`config.mk`:
```
export PLATFORM = sky130hd
export DESIGN_NAME = iathr_regs
export DESIGN_NICKNAME = d
export VERILOG_FILES = /design/src/shared/iathr_pkg.sv /design/src/hw/iathr_regs.sv
export SDC_FILE = /design/constraint.sdc
export NUM_CORES = 1
export LEC_CHECK = 0
export ABC_AREA = 1
export BUFFER_PORTS_ARGS = -buffer_cell sky130_fd_sc_hd__buf_2
export CORE_MARGIN = 3
export CORE_UTILIZATION = 40
export DETAILED_ROUTE_END_ITERATION = 12
export GPL_TIMING_DRIVEN = 0
export SKIP_LAST_GASP = 1
export SYNTH_ARGS = -nofsm -noshare
export SYNTH_HDL_FRONTEND = slang
export SYNTH_SLANG_ARGS = --single-unit
```
`constraint.sdc`:
```
create_clock -name clock -period 6.79 [get_ports clock]
set_input_delay 0.679 -clock clock [delete_from_list [all_inputs] [get_ports clock]]
set_output_delay 0.679 -clock clock [all_outputs]
set_load 0.01 [all_outputs]
```
`src/shared/iathr_pkg.sv`:
```
// Package with the register map, field layout and reset values of the input alarm threshold bank.
package iathr_pkg;
  // Register byte offsets; each register spans four byte addresses.
  localparam logic [7:0] IATHR_UPPER_ADDR = 8'h24;
  localparam logic [7:0] IATHR_LOWER_ADDR = 8'h28;
  localparam logic [7:0] IATHR_ALARM_ADDR = 8'h20;
  // Field positions.
  localparam int IATHR_HYST_MSB = 31;
  localparam int IATHR_HYST_LSB = 24;
  localparam int IATHR_HYST_NIB_LSB = 28;
  localparam int IATHR_LIMIT_MSB = 15;
  localparam int IATHR_CMP_LSB = 2;
  localparam int IATHR_RESULT_W = 14;
  // Alarm flag register bit positions.
  localparam int IATHR_OVW_BIT = 0;
  localparam int IATHR_TRIP_HIGH_BIT = 4;
  localparam int IATHR_TRIP_LOW_BIT = 5;
  localparam int IATHR_ACT_HIGH_BIT = 10;
  localparam int IATHR_ACT_LOW_BIT = 11;
  // Reset values.
  localparam logic [7:0] IATHR_HYST_RST = 8'h00;
  localparam logic [15:0] IATHR_UPPER_RST = 16'hffff;
  localparam logic [15:0] IATHR_LOWER_RST = 16'h0000;
endpackage

```
`src/hw/iathr_regs.sv`:
```
// Input alarm threshold registers with hysteresis comparators and alarm flags.
// Overview of the bank.
// The bank holds three 32-bit words that software reaches through byte
// addresses. Only the word base address of each register is decoded; a
// whole word is written or read in one access, never a single byte.
// The upper word carries the hysteresis byte in its top byte, a
// reserved byte that reads zero, and the 16-bit upper limit below.
// The lower word carries the 16-bit lower limit; its top half reads zero.
//
// How the comparison works.
// Both limits take part in the comparison through bits 15 down to 2,
// which gives a 14-bit threshold in the units of a conversion result.
// The hysteresis is the upper nibble of the hysteresis byte, also in
// result units. All arithmetic is done one bit wider than the result,
// so that the lower release point can never wrap past the top code.
// The upper release point saturates at zero for the same reason.
//
// How the flags behave.
// An active flag follows its comparator with hysteresis and drops as
// soon as the result passes back through the release point.
// A tripped flag is sticky: it is set together with its active flag and
// only the clear input takes it down again. When a clear meets a flag
// that is still active, the flag wins and stays set.
// The overall flag is the OR of the tripped flags.
//
// Timing seen by software.
// Read data stand for one cycle after the read strobe and are zero
// otherwise. The clock enable freezes every register, read data too.
// Software must keep the low bits of each field at zero; the logic
// stores them as written but never uses them in a comparison.
//
// Decided for this implementation: the strobed register port.
`timescale 1ns/10ps
module iathr_regs (
  // Clock, reset and clock enable.
  input wire logic clock,
  input wire logic rst,
  input wire logic clk_en,
  // Register bus.
  input wire logic [7:0] addr,
  input wire logic [31:0] wr_data,
  input wire logic wr_strobe,
  input wire logic rd_strobe,
  output logic [31:0] rd_data,
  // Conversion results in, alarm flags out.
  input wire logic result_valid,
  input wire logic [13:0] result,
  input wire logic trip_clear,
  output logic alarm_high,
  output logic alarm_low,
  output logic overall_alarm_flag
);

  ////////////////////////////////////////////////////////////////////////////
  // Register state.
  logic [7:0] input_alarm_hysteresis_reg;
  logic [7:0] input_alarm_hysteresis_next;
  logic [15:0] input_alarm_upper_limit_reg;
  logic [15:0] input_alarm_upper_limit_next;
  logic [15:0] input_alarm_lower_limit_reg;
  logic [15:0] input_alarm_lower_limit_next;

  // Registered read data.
  logic [31:0] rd_data_reg;
  logic [31:0] rd_data_next;

  // Active flags, which follow the comparators.
  logic act_high_reg;
  logic act_high_next;
  logic act_low_reg;
  logic act_low_next;

  // Tripped flags, which stay set until cleared.
  logic trp_high_reg;
  logic trp_high_next;
  logic trp_low_reg;
  logic trp_low_next;

  // Comparison operands and release points, one bit wider than a result.
  logic [14:0] upper_cmp;
  logic [14:0] lower_cmp;
  logic [14:0] hyst_ext;
  logic [14:0] res_ext;
  logic [14:0] high_release;
  logic [14:0] low_release;

  // Read views of the three decoded words.
  logic [31:0] upper_word;
  logic [31:0] lower_word;
  logic [31:0] alarm_word;

  // Comparison operands: limits use bits 15-2, widened by one bit for hysteresis arithmetic.
  always_comb begin
    upper_cmp = {1'b0, input_alarm_upper_limit_reg[iathr_pkg::IATHR_LIMIT_MSB:iathr_pkg::IATHR_CMP_LSB]};
    lower_cmp = {1'b0, input_alarm_lower_limit_reg[iathr_pkg::IATHR_LIMIT_MSB:iathr_pkg::IATHR_CMP_LSB]};
    hyst_ext = {11'h000, input_alarm_hysteresis_reg[iathr_pkg::IATHR_HYST_MSB - iathr_pkg::IATHR_HYST_LSB:
      iathr_pkg::IATHR_HYST_NIB_LSB - iathr_pkg::IATHR_HYST_LSB]};
    res_ext = {1'b0, result};
    // The high release point saturates at zero and the low one is one bit wider, so a large hysteresis never wraps.
    high_release = (upper_cmp > hyst_ext) ? (upper_cmp - hyst_ext) : 15'h0000;
    low_release = lower_cmp + hyst_ext;
  end

  // Read views of the registers; reserved bits read as zero.
  always_comb begin
    upper_word = {input_alarm_hysteresis_reg, 8'h00, input_alarm_upper_limit_reg};
    lower_word = {16'h0000, input_alarm_lower_limit_reg};
    alarm_word = 32'h0000_0000;
    alarm_word[iathr_pkg::IATHR_ACT_HIGH_BIT] = act_high_reg;
    alarm_word[iathr_pkg::IATHR_ACT_LOW_BIT] = act_low_reg;
    alarm_word[iathr_pkg::IATHR_TRIP_HIGH_BIT] = trp_high_reg;
    alarm_word[iathr_pkg::IATHR_TRIP_LOW_BIT] = trp_low_reg;
    alarm_word[iathr_pkg::IATHR_OVW_BIT] = trp_high_reg | trp_low_reg;
  end

  ////////////////////////////////////////////////////////////////////////////
  // Next-state logic for registers, read data and alarms.
  always_comb begin
    input_alarm_hysteresis_next = input_alarm_hysteresis_reg;
    input_alarm_upper_limit_next = input_alarm_upper_limit_reg;
    input_alarm_lower_limit_next = input_alarm_lower_limit_reg;
    rd_data_next = 32'h0000_0000;
    act_high_next = act_high_reg;
    act_low_next = act_low_reg;
    trp_high_next = trp_high_reg;
    trp_low_next = trp_low_reg;

    // Writes land on the word base address only; reserved bits are not stored.
    if (wr_strobe) begin
      if (addr == iathr_pkg::IATHR_UPPER_ADDR) begin
        input_alarm_hysteresis_next = wr_data[iathr_pkg::IATHR_HYST_MSB:iathr_pkg::IATHR_HYST_LSB];
        input_alarm_upper_limit_next = wr_data[iathr_pkg::IATHR_LIMIT_MSB:0];
      end else if (addr == iathr_pkg::IATHR_LOWER_ADDR) begin
        input_alarm_lower_limit_next = wr_data[iathr_pkg::IATHR_LIMIT_MSB:0];
      end
    end

    // Unmapped addresses read as zero.
    if (rd_strobe) begin
      unique case (addr)
        iathr_pkg::IATHR_UPPER_ADDR: rd_data_next = upper_word;
        iathr_pkg::IATHR_LOWER_ADDR: rd_data_next = lower_word;
        iathr_pkg::IATHR_ALARM_ADDR: rd_data_next = alarm_word;
        default: rd_data_next = 32'h0000_0000;
      endcase
    end

    // Active flags follow the hysteresis comparators on each new result.
    // Between two results they hold, so a flag never chatters on idle cycles.
    if (result_valid) begin
      if (res_ext > upper_cmp) begin
        act_high_next = 1'b1;
      end else if (res_ext < high_release) begin
        act_high_next = 1'b0;
      end
      if (res_ext < lower_cmp) begin
        act_low_next = 1'b1;
      end else if (res_ext > low_release) begin
        act_low_next = 1'b0;
      end
    end

    // Tripped flags are sticky; a new trip wins over a clear in the same cycle.
    // The set reads the next active value so that both flags rise together.
    if (trip_clear) begin
      trp_high_next = 1'b0;
      trp_low_next = 1'b0;
    end
    if (act_high_next) begin
      trp_high_next = 1'b1;
    end
    if (act_low_next) begin
      trp_low_next = 1'b1;
    end
  end

  // State registers, frozen while the clock enable is low.
  // Reset is synchronous and wins over the clock enable, so a held reset
  // always brings the bank to its documented values.
  always_ff @(posedge clock) begin
    if (rst) begin
      input_alarm_hysteresis_reg <= iathr_pkg::IATHR_HYST_RST;
      input_alarm_upper_limit_reg <= iathr_pkg::IATHR_UPPER_RST;
      input_alarm_lower_limit_reg <= iathr_pkg::IATHR_LOWER_RST;
      rd_data_reg <= 32'h0000_0000;
      act_high_reg <= 1'b0;
      act_low_reg <= 1'b0;
      trp_high_reg <= 1'b0;
      trp_low_reg <= 1'b0;
    end else if (clk_en) begin
      input_alarm_hysteresis_reg <= input_alarm_hysteresis_next;
      input_alarm_upper_limit_reg <= input_alarm_upper_limit_next;
      input_alarm_lower_limit_reg <= input_alarm_lower_limit_next;
      rd_data_reg <= rd_data_next;
      act_high_reg <= act_high_next;
      act_low_reg <= act_low_next;
      trp_high_reg <= trp_high_next;
      trp_low_reg <= trp_low_next;
    end
  end

  // Outputs straight from flip-flops.
  // The overall flag is an OR of the two tripped flip-flops, not a flip-flop of its own.
  assign rd_data = rd_data_reg;
  assign alarm_high = act_high_reg;
  assign alarm_low = act_low_reg;
  assign overall_alarm_flag = trp_high_reg | trp_low_reg;

endmodule // iathr_regs

```
# Word level (Yosys, flattened, before mapping)
# Cells that the tools add are included.
[totals] register_bits=76 input_bits=61 out_inout_bits=35
[classes] add_sub_neg=2 order_cmp=5 eq_ne=3 mux=12 n_bitwise=2 reduce_logical=6
[ops] cell="$pmux 32 s3" count=1
[ops] cell="$mux 32" count=1
[ops] cell="$eq 8x6->1 const B" count=3
[ops] cell="$add 14x4->15" count=1
[ops] cell="$gt 14x15->1" count=1
[ops] cell="$lt 14x15->1" count=1
[ops] cell="$mux 15" count=1
[ops] cell="$sub 14x4->15" count=1
[ops] cell="$gt 14x14->1" count=1
[ops] cell="$gt 14x4->1" count=1
[ops] cell="$lt 14x14->1" count=1
[ops] cell="$mux 1" count=9
[ops] cell="$reduce_and 2->1" count=2
[ops] cell="$reduce_and 4->1" count=1
[ops] cell="$reduce_bool 2->1" count=2
[ops] cell="$reduce_and 3->1" count=1
[ops] cell="$not 1->1" count=1
[ops] cell="$or 1x1->1" count=1

# Depth between registers and ports, before layout
[depth] word_depth=8 ltp_mapped=23

# Worst setup path before layout
# No wires, ideal clock.
[synth_path] path_type="register to register" startpoint="register input_alarm_hysteresis_reg[5]" endpoint="register act_high_reg, in the netlist alarm_high" setup_time_ns=0.132 arrival_time_ns=2.569 slack_ns=4.089 path_stages_with_launch=21 period_less_slack_ns=2.701 path_cell_list="dfxtp_1 > inv_1 > ha_1 > nand3_1 > nand2_1 > nand2_1 > nand3_1 > nand2_1 > clkinv_1 > nand3_1 > ha_1 > a21oi_1 > nor2_1 > a211oi_1 > nor2_1 > nor2_1 > nand2_1 > nand2_1 > nand2_1 > nand2_1 > a21oi_1"
[synth_between] elab_chain_len=6 elab_cells_between_ends=7 cone_classes="1 x add/sub; 2 x order compare; 4 x mux"
[synth_rtl] element="from (decl)" line="iathr_regs.sv:56" source="logic [7:0] input_alarm_hysteresis_reg;"
[synth_rtl] element="from (signal assigned)" line="iathr_regs.sv:182" source="input_alarm_hysteresis_reg <= iathr_pkg::IATHR_HYST_RST;"
[synth_rtl] element="from (signal assigned)" line="iathr_regs.sv:191" source="input_alarm_hysteresis_reg <= input_alarm_hysteresis_next;"
[synth_rtl] element="$sub 14x4->15 or $gt 14x4->1 (tied branches)" line="iathr_regs.sv:100" source="high_release = (upper_cmp > hyst_ext) ? (upper_cmp - hyst_ext) : 15'h0000;"
[synth_rtl] element="$mux 15 *" line="iathr_regs.sv:100"
[synth_rtl] element="$lt 14x15->1 *" line="iathr_regs.sv:153" source="end else if (res_ext < high_release) begin"
[synth_rtl] element="$mux 1 *" line="iathr_regs.sv:153"
[synth_rtl] element="$mux 1 *" line="iathr_regs.sv:151" source="if (res_ext > upper_cmp) begin"
[synth_rtl] element="$mux 1 *" line="iathr_regs.sv:150" source="if (result_valid) begin"
[synth_rtl] element="to (signal assigned)" line="iathr_regs.sv:195" source="act_high_reg <= act_high_next;"
[synth_rtl] element="to (decl)" line="iathr_regs.sv:68" source="logic act_high_reg;"
# Every way passes the cells marked *; elsewhere a longest branch is shown, timed or not.
# A chain may end at the register's enable or synchronous reset.

# Worst setup path after layout
# Ends and elaborated chain as after synthesis.

==> results.txt <==
The flow ran to the end, and the final reports show no timing, DRC or antenna violations. Number of hold buffers added after cts: 0. The Yosys step of the flow raised 0 warnings.

The worst setup timing slack at the placement stage was 3360 ps; the highest ir drop seen on vdd was 0.000151 V. TritonCTS built the clock tree. The run gives 4,448 as the via count of the first global-routing pass. The total vias in the final route came out at 4,735. Setup repair after global routing left no endpoint under its margin. In the synthesized netlist the async set-or-reset flop fraction comes to 0%. For the clock latency reported for the late side of the worst-skew pair, the log shows 340 ps. In this design, the stage delay of the slowest critical-path cell is 510 ps. The area growth from synthesis to layout is 20.4%. Across all setup checks in the final design, the least slack found is 3310 ps. The first global-routing pass estimated 22,400 um of wire. The total die area is 13,000 um2. During I/O placement, the number of pins put on the boundary was 96.

For the number of placement rows, the log shows 38. The critical path goes through inv_1 > ha_1 > nand3_1 > nand2_1 > nand2_1 > nand3_1 > nand2_1 > clkinv_1 > nand3_1 > ha_1 > a21oi_1 > nor2_1 > a211oi_1 > nor2_1 > nor2_1 > nand2_1 > nand2_1 > nand2_1 > nand2_1 > a21oi_1. Synthesis handed over a netlist of 637 instances.

The critical register-to-register path startpoint was input_alarm_hysteresis_reg[5]. The instance count along the most critical hold path was 2; the hold violation count in the final report was 0. The number of max-slew violations in the final report was 0. The leading register cell type out of synthesis was dfxtp_1. The sink of the worst hold path was input_alarm_lower_limit_reg[1]. For the portion of the post-synthesis area used by sequential elements, the log shows 29.2%.

Entering global routing, the biggest net connects 13 pins. For this design, the slowest cell found on the critical path is dfxtp_1. At the pin with the least slew margin, the transition time is 581 ps.

By instance count, the cell type seen most on the critical path is nand2_1. The mean number of vias per cell works out to 5.39. The synthesized design contains 0 enable-type register cells. Buffers added to address setup during post-CTS repair amount to 0.

The power density normalized to cell area was 188 nW/um2. The floorplan step set the die width to 114 um. The final non-filler cell total is 878, and the worst relative slew slack is 61.0%.

After global routing the overflow that remains totals 0. In this run the deepest clock path goes through 2 buffers. The startpoint identified for the worst hold timing path is input_alarm_lower_limit_reg[1]. The post-detailed-placement half-perimeter wirelength was 11,600 um. The setup total negative slack is 0 ps, and the clock-pin transition on the worst setup and hold timing paths is 60 ps. For this run, design rule violations remaining after detail routing come to 0.

Kind of path behind the tightest hold check: reg -> reg. Setup violations remaining at the end of the flow were counted as 0. The tools report the cell chosen for the clock root as clkbuf_16. The sort of element at the end of the critical path is a register.

For this design the static power due to leakage is 2.60 nW. Across every metal layer, demand over resource in global routing totals 22.1%. The count of instances resized after the clock tree is built came out at 0. The cell family with the largest share of critical-path delay was simple AND/OR/NAND/NOR gates.

The number of levels the H-tree was split into was 3. The initial antenna violation count was 0; the flip-flop count of the largest register, all copies and words added was 24. Cells fill 50.5% of the core in the end. The maximum clock rate came out at 0.287 GHz. STA classifies the critical path startpoint as a register.

The share of cells above drive strength 1 was 17.5%; the data required time of the worst path was 6990 ps. Max-cap violations in this run came to 0. The data arrival time at the worst-slack endpoint was 3680 ps. By startpoint and endpoint, the worst setup path is classified as reg -> reg. The terminus of the critical flop-to-flop path was alarm_high.

The mapped netlist covers 4660 um2. After detailed placement, the design holds a cell count of 862. The number of antenna repair diodes is 0. The sum of buffers and inverters on the critical path works out to 2.

The effective utilization at floorplan was 41.9%; the final antenna-violating net count was 0. Vertical die dimension: 114 um. The quantity of I/O buffers inserted on ports was 78.

The post-synthesis sequential element count is 68. Routability-driven placement finished with a final weighted congestion of 0.864. The number of nets in the layout was 859. In this run the mean area of a mapped cell was 7.32 um2.

The first routing iteration left 263 violations. The worst path in the final design needs a cycle of 3480 ps, including I/O delays and setup. Dividing the detail-routed wire length by the instance count gives 16.2 um.

In this run the worst path has a maximum fanout of 9. The clock drives 68 sinks. The tools report the timing startpoint of the critical path as input_alarm_hysteresis_reg[5]. Across the routed clock network, the largest skew measured is 11.1 ps.

The first TritonRoute pass finished after 5 iterations. In the finished design, the share of the clock period the worst path needs comes to 51.3%. Counting cells, the worst reg-to-reg path comes to 20. In this run the standard cell core region covers 11,100 um2. After detailed routing, the total wire length is 14,200 um. Across all register-to-register paths, the minimum setup slack is 3310 ps.

For the count of unique library cells instantiated by Yosys, the log shows 43. Hold timing on the final database bottoms out at a slack of 454 ps. The number of buffers added by the clock tree synthesis step was 9.
[cell type report]
cell class / count / area, um2
Timing Repair Buffer: 78 / 390
Fill cell: 1152 / 5510
Clock buffer: 11 / 253
Inverter: 59 / 221
Tap cell: 140 / 175
Buffer: 28 / 155
Clock inverter: 5 / 106
Multi-Input combinational cell: 489 / 2950
Sequential cell: 68 / 1360
[how the worst max path moves through the flow]
stage	end	slack [ps]	cells after the start
finish	alarm_high	3310	20
global route	alarm_high	3030	20
CTS	alarm_high	3330	20
detailed placement	alarm_high	3360	20
global placement	alarm_high	3390	19
floorplan	alarm_high	4090	20
[metal layers]
| layer | vias up | global-route usage (%) | wire length (um) | share of wire, % |
|---|---|---|---|---|
| met5 | - | 0 | 0 | 0 |
| met4 | 0 | 7.13 | 384 | 2.7 |
| met3 | 25 | 5.09 | 825 | 5.8 |
| met2 | 154 | 36.7 | 6720 | 47 |
| met1 | 2180 | 28.4 | 6300 | 44 |
| li1 | 2376 | - | - | - |
[Yosys cell counts (all sizes together), types with 2 or more instances]
cell type    n  area [um2]
a21oi       90         450
nor4         3        46.3
nor2        43         188
o21a         2        15.0
o211a        2        20.0
o22ai       10        62.6
xor2         8        70.1
o21ai       54         270
nand4       11        68.8
a211oi       2        15.0
buf         16         110
ha          63         788
xnor2        2        17.5
dfxtp       68        1360
or2          3        18.8
fa           2        40.0
nand2      124         473
inv         57         214
nand3       40         210
clkbuf      12        45.0
nor3         8        55.1
o221ai       4        35.0
o211ai       2        15.0
clkinv       2        7.51
nand3b       3        22.5
[cell families (layout without fill, tap and decap cells)]
group / after synthesis / in the layout / synth area share (%)
fa+ha+maj: 65 / 65 / 17.8
compound gates: 170 / 170 / 19.6
simple gates: 236 / 236 / 23.4
xor+xnor: 10 / 10 / 1.88
flops: 68 / 68 / 29.2
other cells: 1 / 8 / 0.0804
buf+inv: 87 / 181 / 8.08
[stage by stage]
step / power, mW / area [um2]
final: 1.05 / 5610
after global routing: 1.09 / 5610
after CTS: 1.06 / 5610
after detailed placement: 0.496 / 5260
after global placement: 0.494 / 5260
after floorplan: 0.457 / 4690
[cell usage in the layout (no fill, tap or decap), types with 2 or more instances in the layout]
| cell | n |
|---|---|
| nand2_1 | 121 |
| a21oi_1 | 90 |
| buf_2 | 82 |
| dfxtp_1 | 68 |
| ha_1 | 63 |
| o21ai_0 | 54 |
| inv_1 | 53 |
| nor2_1 | 40 |
| nand3_1 | 38 |
| clkbuf_1 | 12 |
| nand4_1 | 11 |
| o22ai_1 | 10 |
| buf_4 | 10 |
| clkbuf_16 | 9 |
| xor2_1 | 8 |
| conb_1 | 8 |
| nor3_1 | 5 |
| inv_2 | 4 |
| o221ai_1 | 4 |
| nand3b_1 | 3 |
| nor3_2 | 3 |
| nand2_2 | 3 |
| bufinv_16 | 3 |
| o211ai_1 | 2 |
| a211oi_1 | 2 |
| nand3_2 | 2 |
| o21a_1 | 2 |
| o211a_1 | 2 |
| or2_2 | 2 |
| xnor2_1 | 2 |
| clkinv_1 | 2 |
| nor4_2 | 2 |
| fa_1 | 2 |
| clkbuf_8 | 2 |
[where the power goes]
part	switching, mW	internal [mW]
logic	0.0531	0.0348
registers	0.000924	0.400
clock network	0.185	0.380
[worst register-to-register path: stages (launching register included)]
cell and delay (ps):
dfxtp_1 510, inv_1 120, ha_1 330, nand3_1 110, nand2_1 60, nand2_1 170, nand3_1 190, nand2_1 220
clkinv_1 290, nand3_1 150, ha_1 250, a21oi_1 150, nor2_1 50, a211oi_1 170, nor2_1 70, nor2_1 100
nand2_1 110, nand2_1 80, nand2_1 60, nand2_1 80, a21oi_1 70
No activity file was read; power rests on OpenSTA's default activity.
